[src/rtl/crce_pkg.sv]
// constants and types shared by the checksum engine files
`default_nettype none
package crce_pkg;
    localparam int DATA_W = 16;
    localparam int ADDR_W = 4;
    localparam int LEN_W = 4;
    localparam int FIFO_DEPTH = 2;
    localparam int CNT_W = 2;

    // ==========================================
    // register offsets
    localparam logic [ADDR_W-1:0] OFF_CTRL = 4'h0;
    localparam logic [ADDR_W-1:0] OFF_LEN = 4'h1;
    localparam logic [ADDR_W-1:0] OFF_DATA = 4'h2;
    localparam logic [ADDR_W-1:0] OFF_ACC = 4'h3;
    localparam logic [ADDR_W-1:0] OFF_POLY = 4'h4;
    localparam logic [ADDR_W-1:0] OFF_STAT = 4'h5;

    // ==========================================
    // field positions
    localparam int CTRL_EN_BIT = 0;
    localparam int CTRL_SCAN_BIT = 1;
    localparam int CTRL_DIR_BIT = 2;
    localparam int CTRL_AUG_BIT = 3;
    localparam int LEN_DATA_LENGTH_FIELD_LSB = 0;
    localparam int LEN_POLY_LENGTH_FIELD_LSB = 4;
    localparam int STAT_BUSY_BIT = 0;
    localparam int STAT_FULL_BIT = 1;
    localparam int STAT_PEND_BIT = 2;

    // ==========================================
    // reset values
    localparam logic [LEN_W-1:0] DATA_LENGTH_FIELD_RST = 4'h7;
    localparam logic [LEN_W-1:0] POLY_LENGTH_FIELD_RST = 4'hf;
    localparam logic [DATA_W-1:0] POLY_RST = 16'h0000;
    localparam logic [DATA_W-1:0] ACC_RST = 16'h0000;

    typedef enum logic [0:0] {
        ENG_IDLE = 1'b0,
        ENG_SHIFT = 1'b1
    } crce_eng_t;

    // one step of the xor feedback register; top term and constant term forced to one
    function automatic logic [DATA_W-1:0] crce_step(
        input logic [DATA_W-1:0] acc,
        input logic din,
        input logic [DATA_W-1:0] poly,
        input logic [LEN_W-1:0] poly_length_field,
        input logic aug
    );
        logic [DATA_W-1:0] wmask;
        logic [DATA_W-1:0] peff;
        logic [DATA_W-1:0] sh;
        logic msb;
        logic fb;
        wmask = 16'hffff >> (4'hf - poly_length_field);
        peff = {poly[DATA_W-1:1], 1'b1} & wmask;
        msb = acc[poly_length_field];
        fb = aug ? (msb ^ din) : msb;
        sh = aug ? {acc[DATA_W-2:0], 1'b0} : {acc[DATA_W-2:0], din};
        return (sh ^ (fb ? peff : 16'h0000)) & wmask;
    endfunction : crce_step

    function automatic logic [DATA_W-1:0] crce_mask(input logic [LEN_W-1:0] poly_length_field);
        return 16'hffff >> (4'hf - poly_length_field);
    endfunction : crce_mask
endpackage : crce_pkg
`default_nettype wire

[src/rtl/crce_fifo.sv]
// two-entry word buffer with valid/ready on both sides
`timescale 1ns/1ps
`default_nettype none
module crce_fifo
    import crce_pkg::*;
(
    input wire logic clk_sys_i,
    input wire logic reset_n_i,
    input wire logic in_valid_i,
    input wire logic [DATA_W-1:0] in_data_i,
    output logic in_ready_o,
    output logic out_valid_o,
    output logic [DATA_W-1:0] out_data_o,
    input wire logic out_ready_i
);
    typedef struct packed {
        logic [FIFO_DEPTH-1:0][DATA_W-1:0] mem;
        logic [CNT_W-1:0] cnt;
        logic rd_ptr;
        logic wr_ptr;
        logic in_ready;
    } crce_fifo_st_t;

    crce_fifo_st_t s_q;
    crce_fifo_st_t s_d;
    logic push;
    logic pop;

    assign push = in_valid_i & s_q.in_ready;
    assign pop = out_ready_i & (s_q.cnt != 2'h0);
    assign in_ready_o = s_q.in_ready;
    assign out_valid_o = (s_q.cnt != 2'h0);
    assign out_data_o = s_q.mem[s_q.rd_ptr];

    always_comb
    begin
        s_d = s_q;
        if (push)
        begin
            s_d.mem[s_q.wr_ptr] = in_data_i;
            s_d.wr_ptr = ~s_q.wr_ptr;
        end
        if (pop)
        begin
            s_d.rd_ptr = ~s_q.rd_ptr;
        end
        s_d.cnt = s_q.cnt + {1'b0, push} - {1'b0, pop};
        // ready is registered, so it is worked out from the next count, after this cycle's push and pop
        s_d.in_ready = (s_d.cnt != 2'h2);
    end

    always_ff @(posedge clk_sys_i or negedge reset_n_i)
    begin
        if (!reset_n_i)
        begin
            s_q <= '0;
            s_q.in_ready <= 1'b1;
        end
        else
        begin
            s_q <= s_d;
        end
    end
endmodule : crce_fifo
`default_nettype wire

[src/rtl/crce_shifter.sv]
// bit-serial polynomial divider holding the checksum accumulator
`timescale 1ns/1ps
`default_nettype none
module crce_shifter
    import crce_pkg::*;
(
    input wire logic clk_sys_i,
    input wire logic reset_n_i,
    input wire logic enable_i,
    input wire logic word_valid_i,
    input wire logic [DATA_W-1:0] word_i,
    output logic word_ready_o,
    input wire logic [LEN_W-1:0] data_length_field_i,
    input wire logic [LEN_W-1:0] poly_length_field_i,
    input wire logic [DATA_W-1:0] poly_i,
    input wire logic dir_lsb_first_i,
    input wire logic aug_auto_i,
    input wire logic seed_load_i,
    input wire logic [DATA_W-1:0] seed_i,
    output logic [DATA_W-1:0] acc_o,
    output logic busy_o
);
    typedef struct packed {
        crce_eng_t st;
        logic [DATA_W-1:0] acc;
        logic [DATA_W-1:0] sh;
        logic [LEN_W-1:0] left;
        logic dir;
    } crce_sh_st_t;

    crce_sh_st_t s_q;
    crce_sh_st_t s_d;
    logic din;

    assign word_ready_o = enable_i & (s_q.st == ENG_IDLE);
    assign acc_o = s_q.acc;
    assign busy_o = (s_q.st == ENG_SHIFT);
    assign din = s_q.dir ? s_q.sh[0] : s_q.sh[data_length_field_i];  // [RL10]

    always_comb
    begin
        s_d = s_q;
        unique case (s_q.st)
            ENG_IDLE:
            begin
                if (seed_load_i)
                begin
                    s_d.acc = seed_i & crce_mask(poly_length_field_i);  // [RL2]
                end
                else if (word_valid_i && enable_i)
                begin
                    s_d.sh = word_i;
                    s_d.left = data_length_field_i;  // [RL13]
                    s_d.dir = dir_lsb_first_i;
                    s_d.st = ENG_SHIFT;
                end
            end
            ENG_SHIFT:
            begin
                // one data bit per clock through the xor feedback register
                s_d.acc = crce_step(s_q.acc, din, poly_i, poly_length_field_i, aug_auto_i);  // [RL4] [RL11]
                s_d.sh = s_q.dir ? (s_q.sh >> 1) : (s_q.sh << 1);
                s_d.left = s_q.left - 4'h1;
                if (s_q.left == 4'h0)
                begin
                    s_d.st = ENG_IDLE;  // [RL13]
                end
            end
        endcase
    end

    always_ff @(posedge clk_sys_i or negedge reset_n_i)
    begin
        if (!reset_n_i)
        begin
            s_q <= '0;
            s_q.acc <= ACC_RST;
        end
        else
        begin
            s_q <= s_d;
        end
    end
endmodule : crce_shifter
`default_nettype wire

[src/rtl/crce_top.sv]
// checksum engine top: register port, word source select, buffer and shifter
`timescale 1ns/1ps
`default_nettype none

// Behaviour
// [RL1] any generator polynomial up to degree 16 can be used
// [RL2] software loads a seed of up to 16 bits before calculating
// [RL3] the result sits in a 16-bit accumulator readable by software
// [RL4] division by an xor feedback shift register, one bit per step
// [RL5] 4-bit polynomial length field sets the polynomial degree
// [RL6] top and constant polynomial terms are always treated as ones
// [RL7] polynomial register stores bits 15..1; bit 0 reads zero
// [RL8] words from the memory scanner are taken without processor writes
// [RL9] without the scanner, each processor data write is one processed word; a data write while the buffer is full is dropped
// [RL10] shift direction picks msb-first or lsb-first data entry
// [RL11] augment mode: zeros appended by hardware or fed by software
// [RL12] polynomial sits in bits 15..1 in non-reflected form
// [RL13] 4-bit data length field is word width minus one
module crce_top
    import crce_pkg::*;
(
    input wire logic clk_sys_i,
    input wire logic reset_n_i,
    input wire logic [ADDR_W-1:0] addr_i,
    input wire logic [DATA_W-1:0] wr_data_i,
    input wire logic wr_i,
    input wire logic rd_i,
    output logic [DATA_W-1:0] rd_data_o,
    input wire logic scan_valid_i,
    input wire logic [DATA_W-1:0] scan_data_i,
    output logic scan_ready_o,
    output logic busy_o
);
    // ==========================================
    // state
    typedef struct packed {
        logic enable;
        logic scan_sel;
        logic dir;
        logic aug;
        logic [LEN_W-1:0] data_length_field;
        logic [LEN_W-1:0] poly_length_field;
        logic [DATA_W-1:1] poly;
        logic [DATA_W-1:0] rd_data;
        logic busy;
    } crce_top_st_t;

    crce_top_st_t s_q;
    crce_top_st_t s_d;

    logic fifo_in_valid;
    logic [DATA_W-1:0] fifo_in_data;
    logic fifo_in_ready;
    logic fifo_out_valid;
    logic [DATA_W-1:0] fifo_out_data;
    logic fifo_out_ready;
    logic [DATA_W-1:0] acc;
    logic eng_busy;
    logic seed_load;
    logic wr_data_reg;

    // ==========================================
    // word source
    // the scanner and the data register share one buffer; only the selected one pushes
    assign wr_data_reg = wr_i & (addr_i == OFF_DATA);
    assign fifo_in_valid = s_q.scan_sel ? scan_valid_i : wr_data_reg;  // [RL8] [RL9]
    assign fifo_in_data = s_q.scan_sel ? scan_data_i : wr_data_i;
    // seed only lands while idle; a write during a word is dropped
    assign seed_load = wr_i & (addr_i == OFF_ACC) & ~eng_busy & ~fifo_out_valid;  // [RL2]

    crce_fifo u_fifo (
        .clk_sys_i(clk_sys_i),
        .reset_n_i(reset_n_i),
        .in_valid_i(fifo_in_valid),
        .in_data_i(fifo_in_data),
        .in_ready_o(fifo_in_ready),
        .out_valid_o(fifo_out_valid),
        .out_data_o(fifo_out_data),
        .out_ready_i(fifo_out_ready)
    );

    crce_shifter u_shifter (
        .clk_sys_i(clk_sys_i),
        .reset_n_i(reset_n_i),
        .enable_i(s_q.enable),
        .word_valid_i(fifo_out_valid),
        .word_i(fifo_out_data),
        .word_ready_o(fifo_out_ready),
        .data_length_field_i(s_q.data_length_field),
        .poly_length_field_i(s_q.poly_length_field),  // [RL1] [RL5]
        .poly_i({s_q.poly, 1'b1}),  // [RL6]
        .dir_lsb_first_i(s_q.dir),
        .aug_auto_i(s_q.aug),
        .seed_load_i(seed_load),
        .seed_i(wr_data_i),
        .acc_o(acc),
        .busy_o(eng_busy)
    );

    // scanner ready mirrors the buffer's registered space flag
    assign scan_ready_o = fifo_in_ready;
    assign rd_data_o = s_q.rd_data;
    assign busy_o = s_q.busy;

    // ==========================================
    // registers
    always_comb
    begin
        s_d = s_q;
        s_d.busy = eng_busy | fifo_out_valid | (fifo_in_valid & fifo_in_ready);
        s_d.rd_data = 16'h0000;
        if (wr_i)
        begin
            unique case (addr_i)
                OFF_CTRL:
                begin
                    s_d.enable = wr_data_i[CTRL_EN_BIT];
                    s_d.scan_sel = wr_data_i[CTRL_SCAN_BIT];
                    s_d.dir = wr_data_i[CTRL_DIR_BIT];  // [RL10]
                    s_d.aug = wr_data_i[CTRL_AUG_BIT];  // [RL11]
                end
                OFF_LEN:
                begin
                    s_d.data_length_field = wr_data_i[LEN_DATA_LENGTH_FIELD_LSB +: LEN_W];  // [RL13]
                    s_d.poly_length_field = wr_data_i[LEN_POLY_LENGTH_FIELD_LSB +: LEN_W];  // [RL5]
                end
                OFF_POLY:
                begin
                    s_d.poly = wr_data_i[DATA_W-1:1];  // [RL7] [RL12]
                end
                default:
                begin
                end
            endcase
        end
        if (rd_i)
        begin
            unique case (addr_i)
                OFF_CTRL:
                begin
                    s_d.rd_data[CTRL_EN_BIT] = s_q.enable;
                    s_d.rd_data[CTRL_SCAN_BIT] = s_q.scan_sel;
                    s_d.rd_data[CTRL_DIR_BIT] = s_q.dir;
                    s_d.rd_data[CTRL_AUG_BIT] = s_q.aug;
                end
                OFF_LEN:
                begin
                    s_d.rd_data[LEN_DATA_LENGTH_FIELD_LSB +: LEN_W] = s_q.data_length_field;
                    s_d.rd_data[LEN_POLY_LENGTH_FIELD_LSB +: LEN_W] = s_q.poly_length_field;
                end
                OFF_ACC:
                begin
                    s_d.rd_data = acc;  // [RL3]
                end
                OFF_POLY:
                begin
                    s_d.rd_data = {s_q.poly, 1'b0};  // [RL7]
                end
                OFF_STAT:
                begin
                    s_d.rd_data[STAT_BUSY_BIT] = eng_busy;
                    s_d.rd_data[STAT_FULL_BIT] = ~fifo_in_ready;
                    s_d.rd_data[STAT_PEND_BIT] = fifo_out_valid;
                end
                default:
                begin
                    s_d.rd_data = 16'h0000;
                end
            endcase
        end
    end

    always_ff @(posedge clk_sys_i or negedge reset_n_i)
    begin
        if (!reset_n_i)
        begin
            s_q <= '0;
            s_q.data_length_field <= DATA_LENGTH_FIELD_RST;
            s_q.poly_length_field <= POLY_LENGTH_FIELD_RST;
            s_q.poly <= POLY_RST[DATA_W-1:1];
        end
        else
        begin
            s_q <= s_d;
        end
    end
endmodule : crce_top
`default_nettype wire

[config.mk]
export PLATFORM = sky130hd
export DESIGN_NAME = crce_top
export DESIGN_NICKNAME = d
export VERILOG_FILES = /design/src/rtl/crce_pkg.sv /design/src/rtl/crce_fifo.sv /design/src/rtl/crce_shifter.sv /design/src/rtl/crce_top.sv
export SDC_FILE = /design/constraint.sdc
export NUM_CORES = 1
export LEC_CHECK = 0
export BUFFER_PORTS_ARGS = -buffer_cell sky130_fd_sc_hd__buf_2
export CAP_MARGIN = 15
export CORE_MARGIN = 8
export CORE_UTILIZATION = 35
export CTS_CLUSTER_DIAMETER = 30
export DETAILED_ROUTE_END_ITERATION = 10
export GPL_TIMING_DRIVEN = 0
export PLACE_DENSITY_LB_ADDON = 0.1
export SYNTH_ARGS = -nofsm -noshare
export SYNTH_HDL_FRONTEND = slang
export SYNTH_SLANG_ARGS = --single-unit
[constraint.sdc]
create_clock -name clk_sys_i -period 2.7 [get_ports clk_sys_i]
set_input_delay 0.27 -clock clk_sys_i [delete_from_list [all_inputs] [get_ports clk_sys_i]]
set_output_delay 0.27 -clock clk_sys_i [all_outputs]
set_load 0.05 [all_outputs]
Word-level counts from Yosys, hierarchy flattened
Index checks and enable logic that the tools add are counted.

word-level totals
  logic and storage cells = 97
  memories kept = 0
  output and inout bits = 18
  RAM bits = 0
  input bits = 41
  memory bits (read-only) = 0
  flip-flop bits (word level) = 119
  latch bits = 0

operators by class
  multiply operators = 0
  equal/unequal tests = 9
  order comparisons = 5
  shift-type cells = 1
  bitwise operators = 20
  divide/modulo/power cells = 0
  add/sub/neg operators = 4
  muxes and demuxes = 28
  reduce and logical (&&, ||, !) cells = 10

operators by type and width
  operator                                                               number
  16-bit 2-to-1 mux                                                      8
  37-bit one-hot mux with 2 select lines                                 1
  16-bit bitwise AND                                                     3
  21-bit 2-to-1 mux                                                      2
  32-bit bitwise mux                                                     1
  16-bit demux with 1-bit select                                         1
  8-bit one-hot mux with 2 select lines                                  1
  16-bit by 4-bit right shift with 16-bit output, first input constant   1
  16-bit XOR                                                             1
  3-bit one-hot mux with 5 select lines                                  1
  4-bit one-hot mux with 3 select lines                                  1
  4-bit by 5-bit < comparator with 1-bit output, second input constant   2
  1-bit 2-to-1 mux                                                       9
  1-bit binary-select mux with 4-bit select                              2
  4-bit by 2-bit equality test with 1-bit output, second input constant  2
  4-bit by 3-bit equality test with 1-bit output, second input constant  2
  4-bit zero test                                                        2
  2-bit AND reduction                                                    4
  1-bit bitwise AND                                                      7
  2-bit != test, second input constant                                   3
  1-bit NOT                                                              6
  4-bit by 1-bit equality test with 1-bit output, second input constant  1
  1-bit by 2-bit < comparator with 1-bit output, second input constant   2
  1-bit one-hot mux with 4 select lines                                  1
  11 further kinds                                                       13

Depth between registers and ports, before layout
Gate-level depths: netlist of run 1.

  depth after elaboration = 9
  mapped depth = 9
  gate-level depth less buffers = 8

Modules after synthesis
Synthesis of run 1 repeated with hierarchy kept, for this count alone.

unflattened totals
  cell total of the unflattened synthesis = 620
  area, all modules = 6872.8 µm²

modules (own cells, without submodules)
  module        sequential area each (µm²)  times used  cells an instance  area an instance (µm²)
  crce_shifter  950.9                       1           315                2792.7
  crce_top      1109.8                      1           195                2399.8
  crce_fifo     927.1                       1           110                1680.4

Worst setup path before layout of run 1
No wires, ideal clock.

  path type = register to register
  start point = register s_q[38] (netlist name)
  end point = register u_shifter.acc_o[6] (netlist name)
  setup time = 0.082 ns
  cell stages (with the launch flop) = 9
  path buffers = 2
  arrival time = 2.814 ns
  data required time = 2.618 ns
  path slack = -0.196 ns
  period minus slack after synthesis = 2.896 ns
  path through = dfstp_2 -> buf_6 -> mux4_1 -> mux4_2 -> a31oi_4 -> xor2_2 -> buf_6 -> or3_2 -> a31oi_1

between the ends
  cells in the longest elaborated chain, start to end = 9

RTL lines
  element                                    line                RTL
  from (decl)                                crce_top.sv:48      crce_top_st_t s_q;
  1-bit binary-select mux with 4-bit select  crce_shifter.sv:38  assign din = s_q.dir ? s_q.sh[0] : s_q.sh[data_length_field_i];
  1-bit 2-to-1 mux (implied by the code)     crce_shifter.sv:38
  1-bit 2-to-1 mux                           crce_shifter.sv:38
  1-bit XOR                                  crce_pkg.sv:59      fb = aug ? (msb ^ din) : msb;
  1-bit 2-to-1 mux                           crce_pkg.sv:59
  16-bit 2-to-1 mux                          crce_pkg.sv:61      return (sh ^ (fb ? peff : 16'h0000)) & wmask;
  16-bit XOR                                 crce_pkg.sv:61
  16-bit bitwise AND                         crce_pkg.sv:61
  37-bit one-hot mux with 2 select lines     crce_shifter.sv:43  unique case (s_q.st)

No other way between the ends. The select of a mux whose other input is x is not followed.
A chain may end at the register's enable or synchronous reset.

Worst setup path after layout of run 1
  start point = register s_q[38] (netlist name)
  end point = register u_shifter.acc_o[6] (netlist name)

between the ends
  cells in the longest elaborated chain, start to end = 9

RTL lines
  element                                    line
  1-bit binary-select mux with 4-bit select  crce_shifter.sv:38
  1-bit 2-to-1 mux (implied by the code)     crce_shifter.sv:38
  1-bit 2-to-1 mux                           crce_shifter.sv:38
  1-bit XOR                                  crce_pkg.sv:59
  1-bit 2-to-1 mux                           crce_pkg.sv:59
  16-bit 2-to-1 mux                          crce_pkg.sv:61
  16-bit XOR                                 crce_pkg.sv:61
  16-bit bitwise AND                         crce_pkg.sv:61
  37-bit one-hot mux with 2 select lines     crce_shifter.sv:43

No other way between the ends. The select of a mux whose other input is x is not followed.

==> results of run 1 <==
area by class of cell:
class                           count  area share
Buffer                             59      0.0438
Multi-Input combinational cell    453       0.409
Clock inverter                     11      0.0127
Timing Repair Buffer               66      0.0516
Clock buffer                       21      0.0599
Tap cell                          234      0.0373
Sequential cell                   119       0.380
Inverter                           12     0.00573
repair_timing:
| item | in CTS | in global routing |
|---|---|---|
| pin swaps | 4 | 15 |
| gates resized for setup | 5 | 10 |
| setup endpoints to repair | 15 | 23 |
| endpoints found under the hold margin | 26 | 0 |
| cloned | 0 | 0 |
| setup buffers | 5 | 1 |
| hold buffers | 1 | 0 |
where the power goes:
group          switching [mW]  internal (mW)  total (mW)  leakage, nW
Sequential              0.546           2.41        2.96         1.48
Combinational            1.80           1.40        3.20         1.69
Clock                   0.855           1.33        2.19        0.267
Total                    3.20           5.14        8.34         3.44
synthesized netlist by cell type (all sizes together), types with 3 or more instances:
master  instances  area, sq um
a211oi         14          105
a21oi          43          215
a22oi          15          113
a311o           3         30.0
a31oi           7         58.8
and2            3         18.8
and3            5         31.3
buf            28          215
clkbuf         30          113
dfrtp         111         2780
dfstp           8          210
ha              4         50.1
inv            12         45.0
mux2           30          338
mux2i          54          541
mux4           10          248
nand2          74          278
nand2b          5         31.3
nand3          11         55.1
nand3b          3         22.5
nand4           7         43.8
nand4b          3         26.3
nor2           44          165
nor2b          12         75.1
nor3            7         35.0
o21ai          53          277
o22ai           3         18.8
or3             6         43.8
xnor2           3         26.3
xor2            4         42.6
layer usage:
layer	vias to the layer above	GRT usage	routed length [um]
li1	2475	-	-
met1	2698	0.241	9500
met2	173	0.283	9320
met3	33	0.0352	1150
met4	0	0.0674	437
met5	-	0	0
through the flow:
stage | setup WS [ns] | utilization | hold slack (ns)
after floorplan | -0.0334 | - | -0.0256
after global placement | -0.969 | 0.383 | 0.462
after detailed placement | -0.521 | 0.386 | 0.162
after CTS | -0.242 | 0.421 | 0.136
after global routing | -0.257 | 0.424 | 0.146
final | -0.159 | 0.424 | 0.150
path summary, 6_finish.rpt:
| path | endpoint | slack, ns | cells after the start |
|---|---|---|---|
| min in group asynchronous | s_q[17] | 0.29 | 2 |
| setup reg to reg | u_shifter.acc_o[6] | -0.16 | 10 |
| hold reg to reg | u_fifo.s_q[35] | 0.48 | 2 |
| hold / removal | s_q[36] | 0.15 | 2 |
| setup / recovery | u_shifter.acc_o[6] | -0.16 | 10 |
| max in group asynchronous | u_fifo.s_q[32] | 1.62 | 3 |
kinds of logic (layout without fill, tap and decap cells):
logic type / Yosys count / in the layout / share of synthesized area
AOI/OAI and AO/OA: 155 / 155 / 0.148
xor gates and xnor gates: 7 / 7 / 0.0106
adders and majority gates: 4 / 4 / 0.00768
buffers and inverters: 71 / 169 / 0.0591
DFF: 119 / 119 / 0.458
muxes: 94 / 94 / 0.173
and+or+nand+nor: 193 / 193 / 0.144
flip-flops by register name (all words and copies together) (netlist names):
register / cells
u_shifter.acc_o: 16
u_fifo.in_ready_o: 1
u_shifter.busy_o: 1
busy_o: 1
u_fifo.s_q: 36
rd_data_o: 16
u_shifter.s_q: 21
s_q: 27
critical path: cells and delay by family (launching register included):
family / cells / cell delay (ns)
compound gates: 3 / 0.44
flops: 1 / 0.52
mux: 2 / 1.02
buf+inv: 4 / 0.60
xor+xnor: 1 / 0.20
==> flow_metrics.py, run 1 <==
metrics = {
    "timing": {
        "hold_viol_final": 0,
        "fin_crit_ns": 2.86,
        "rsz0062_at_grt": "true",
        "timing.slew.headroom": 0.387,
        "drv_slew": 0,
        "skew_ns": 0.00819,
        "setup_violations": 15,
        "tns_ns": -1.77,
        "fmax_mhz": 350,
        "worstMarginPinSlew_ns": 0.919,
        "finalCritPeriodShare": 1.06,
        "setup_ws_ns": -0.159,
    },
    "clock_network": {
        "cts_root_buf": "clkbuf_16",
        "cts_sinks": 119,
        "tritoncts": "done",
        "htreeDepth": 4,
        "clockBufferDepth": 2,
        "clkLatencyLatePin_ns": 0.42,
        "path_clk_slew_ns": 0.06,
        "cts_made_buffers": 17,
    },
    "layout": {
        "design_area_sq_mm": 0.00786,
        "antennaDiodeCount": 0,
        "multi_input_area_sq_mm": 0.00321,
        "final_common_cell": "dfrtp_1",
        "final_cells": 975,
        "fillCellCount": 1836,
        "synthToLayoutAreaGrowth_pct": 20.5,
        "drive_gt1_frac": 0.254,
        "final_cell_mix": "111 x dfrtp_1, 74 x nand2_1, 56 x buf_2",
        "seq_area_sq_mm": 0.00299,
        "final_nets": 773,
    },
    "synthesis": {
        "ys.flop_type": "dfrtp_1",
        "syn_avg_cell_area_sq_um": 10.1,
        "synth_seq_area_share": 0.458,
        "yosys_warnings": 0,
        "synth_edf_count": 0,
        "synth_nets": 688,
        "synth.ff_latch_count": 119,
        "syn-cell-area_sq_mm": 0.00652,
        "synthCells": 643,
        "synth_cell_type_count": 61,
        "async_flop_share": 1.00,
    },
    "placement": {
        "place_inst": 936,
        "port_buffers": 57,
        "gp_congestion": 0.830,
        "placed_area_sq_mm": 0.00714,
        "place_hpwl_um": 14800,
    },
    "routing": {
        "first_pass_iters": 5,
        "viasPerCell": 5.52,
        "wl_per_cell_um": 20.9,
        "drt_iter0_markers": 418,
        "drtAntennaViolNets": 0,
        "drc_errors": 0,
        "via_count": 5379,
        "drt_wl_total_um": 20400,
    },
    "power_and_ir_drop": {
        "power_mw": 8.34,
        "max-vdd-ir-drop_mv": 0.549,
        "p_leak_nw": 3.44,
        "cellPowerDensity_mw_per_mm2": 1060,
    },
    "setup_path": {
        "slowest_stage": "mux4_2",
        "start_kind": "register",
        "cp-end-kind": "register",
        "critPathLaunch": "s_q[38]",
        "worstReg2RegStart": "s_q[38]",
        "crit_required_ns": 3.05,
        "path_class": "register to register",
        "cp_max_fo": 10,
        "path_cells": "buf_6 -> mux4_2 -> mux4_2 -> a31oi_4 -> buf_12 -> xor2_4 -> buf_8 -> buf_12 -> o21ai_2 -> a31oi_4",
        "cp.arrival_ns": 3.21,
        "slowest_delay_ns": 0.53,
    },
    "grt": {
        "grt_pass1_vias": 5516,
        "grt.overflow.total": 0,
        "antenna_found_initial": 0,
        "grt_pass1_wl_um": 32500,
        "grt_max_degree": 94,
        "grt_usage": 0.180,
    },
    "status": {
        "status": "finished, violations left",
        "violations": "setup timing",
    },
    "floorplan": {
        "die_x_um": 152,
        "rows": 50,
        "ios": 59,
        "coreArea_sq_mm": 0.0185,
        "initial_core_util": 0.352,
        "die_h_um": 152,
        "dieArea_sq_mm": 0.0233,
    },
    "hold_path": {
        "hp-class": "primary input to register",
        "min-delay-start": "wr_data_i[0]",
    },
    "run": {
        "maxCapViolCount": 0,
    },
}
Note: power is estimated with default switching activity, not from simulation.
==> run 2: changes to the inputs <==
==> constraint.sdc (replaced) <==
create_clock -name clk_sys_i -period 3 [get_ports clk_sys_i]
set_input_delay 0.3 -clock clk_sys_i [delete_from_list [all_inputs] [get_ports clk_sys_i]]
set_output_delay 0.3 -clock clk_sys_i [all_outputs]
set_load 0.02 [all_outputs]
==> run 2 against run 1 <==
The flow now finishes without violations. Sequential power shrank 9.5%. Sequential share of layout area is essentially flat. Clock power shrank 3%. Largest cell class unchanged.
==> flow_metrics.py, run 2 (synthesis gave the netlist of run 1 again) <==
metrics = {
    "timing": {
        "setup_violations": 0,
        "fmax_mhz": 336,
        "setup_ws_ns": 0.0259,
        "drv_slew": 0,
        "timing.slew.headroom": 0.364,
        "finalCritPeriodShare": 0.991,
        "worstMarginPinSlew_ns": 0.954,
        "skew_ns": 0.00863,
        "tns_ns": 0,
        "hold_viol_final": 0,
        "rsz0062_at_grt": "true",
        "fin_crit_ns": 2.97,
    },
    "layout": {
        "drive_gt1_frac": 0.246,
        "max_flop_register": "u_fifo.s_q",
        "final_common_cell": "dfrtp_1",
        "design_area_sq_mm": 0.00786,
        "largest_register_ffs": 36,
        "largestRegisters": "u_fifo.s_q x36, s_q x27, u_shifter.s_q x21",
        "final_nets": 772,
        "final_cells": 974,
        "fin_util": 0.425,
        "antennaDiodeCount": 0,
        "final_cell_mix": "111 x dfrtp_1, 74 x nand2_1, 56 x buf_2",
        "synthToLayoutAreaGrowth_pct": 20.6,
    },
    "placement": {
        "placed_area_sq_mm": 0.00713,
        "place_ws_ns": -0.257,
        "gp_congestion": 0.848,
        "place_hpwl_um": 14800,
        "port_buffers": 57,
        "place_inst": 935,
    },
    "grt": {
        "grt_usage": 0.179,
        "grt_max_degree": 84,
        "grt_pass1_wl_um": 32600,
        "grt_pass1_vias": 5660,
        "grt.overflow.total": 0,
        "antenna_found_initial": 1,
    },
    "hold_path": {
        "hp-class": "primary input to register",
        "min-delay-start": "wr_data_i[11]",
    },
    "setup_path": {
        "cp_common_cell": "mux4_2",
        "slowest_delay_ns": 0.53,
        "cp_max_fo": 5,
        "path_cells": "buf_6 -> mux4_2 -> mux4_2 -> a31oi_4 -> xor2_4 -> buf_12 -> mux2i_1 -> or3_1",
        "slowest_stage": "mux4_2",
        "cp.arrival_ns": 3.26,
        "start_kind": "register",
        "path_class": "register to register",
        "crit_required_ns": 3.29,
        "worstReg2RegStart": "s_q[38]",
        "critPathLaunch": "s_q[38]",
        "cp-end-kind": "register",
    },
    "clock_network": {
        "htreeDepth": 4,
        "cts_root_buf": "clkbuf_16",
        "cts_made_buffers": 17,
        "cts_sinks": 119,
        "clkLatencyLatePin_ns": 0.42,
        "clockBufferDepth": 2,
        "path_clk_slew_ns": 0.06,
        "tritoncts": "done",
    },
    "floorplan": {
        "ios": 59,
        "die_x_um": 152,
        "initial_core_util": 0.352,
        "die_h_um": 152,
        "dieArea_sq_mm": 0.0233,
        "coreArea_sq_mm": 0.0185,
        "rows": 50,
    },
    "routing": {
        "drt_iter0_markers": 377,
        "first_pass_iters": 5,
        "drt_wl_total_um": 20100,
        "viasPerCell": 5.51,
        "drc_errors": 0,
        "wl_per_cell_um": 20.7,
        "via_count": 5364,
        "drtAntennaViolNets": 0,
    },
    "power_and_ir_drop": {
        "p_leak_nw": 3.44,
        "cellPowerDensity_mw_per_mm2": 975,
        "max-vdd-ir-drop_mv": 0.469,
    },
    "status": {
        "status": "finished clean",
    },
    "run": {
        "maxCapViolCount": 0,
    },
}
==> run 2: changes by cell type in the layout (fill, tap and decap cells not counted), sizes merged <==
cell	delta
buf	-2
bufinv	+2
clkinv	-2
clkinvlp	+1
==> run 2: path summary, 6_finish.rpt <==
| path | to | slack (ns) | cells past startpoint |
|---|---|---|---|
| max | u_shifter.acc_o[4] | 0.03 | 8 |
| min | s_q[27] | 0.18 | 2 |
| max reg2reg | u_shifter.acc_o[4] | 0.03 | 8 |
| min reg2reg | u_fifo.s_q[17] | 0.48 | 2 |
| max in group asynchronous | s_q[34] | 1.85 | 3 |
| min in group asynchronous | s_q[39] | 0.38 | 2 |
==> run 2: per-layer routing <==
| layer | GRT usage | vias up | routed length (um) |
|---|---|---|---|
| li1 | - | 2479 | - |
| met5 | 0 | - | 12 |
| met4 | 0.0556 | 2 | 349 |
| met3 | 0.0488 | 29 | 1180 |
| met2 | 0.286 | 151 | 9380 |
| met1 | 0.232 | 2703 | 9210 |
==> run 2: final cells by class <==
class	instances	area, sq um
timing repair buffer	65	404
multi-input combinational	453	3170
tap	234	293
clock inverter	12	150
buffer	59	344
fill	1840	10700
clock buffer	20	467
sequential	119	2990
inverter	12	45.0
==> run 2: stage by stage <==
stage                     total power [mW]  hold slack (ns)
after floorplan                       4.44          0.00441
after global placement                5.23            0.462
after detailed placement              5.31            0.232
after CTS                             7.72            0.167
after global routing                  8.15            0.188
final                                 7.67            0.181
==> run 2: what timing repair did <==
item                       4_1_cts  5_1_grt
hold buffers                     1        0
pin swaps                        8        6
hold endpoints to repair        34        0
gates resized for setup         12        6
setup buffers                    5        0
gates cloned                     1        0
setup endpoints to repair       13       12
==> run 2: worst max-delay path, delay by kind of cell (launching register included) <==
kind                      cells  cell delay [ns]
AOI/OAI and AO/OA             1             0.30
xor gates and xnor gates      1             0.32
buffers and inverters         2             0.29
DFF                           1             0.52
muxes                         3             1.08
and+or+nand+nor               1             0.32
==> run 2: report_power, final <==
group / leakage, nW / internal (mW) / switching, mW / total (mW)
clock: 0.286 / 1.37 / 0.762 / 2.13
combinational: 1.68 / 1.29 / 1.57 / 2.86
sequential: 1.48 / 2.17 / 0.510 / 2.68
total: 3.44 / 4.83 / 2.84 / 7.67
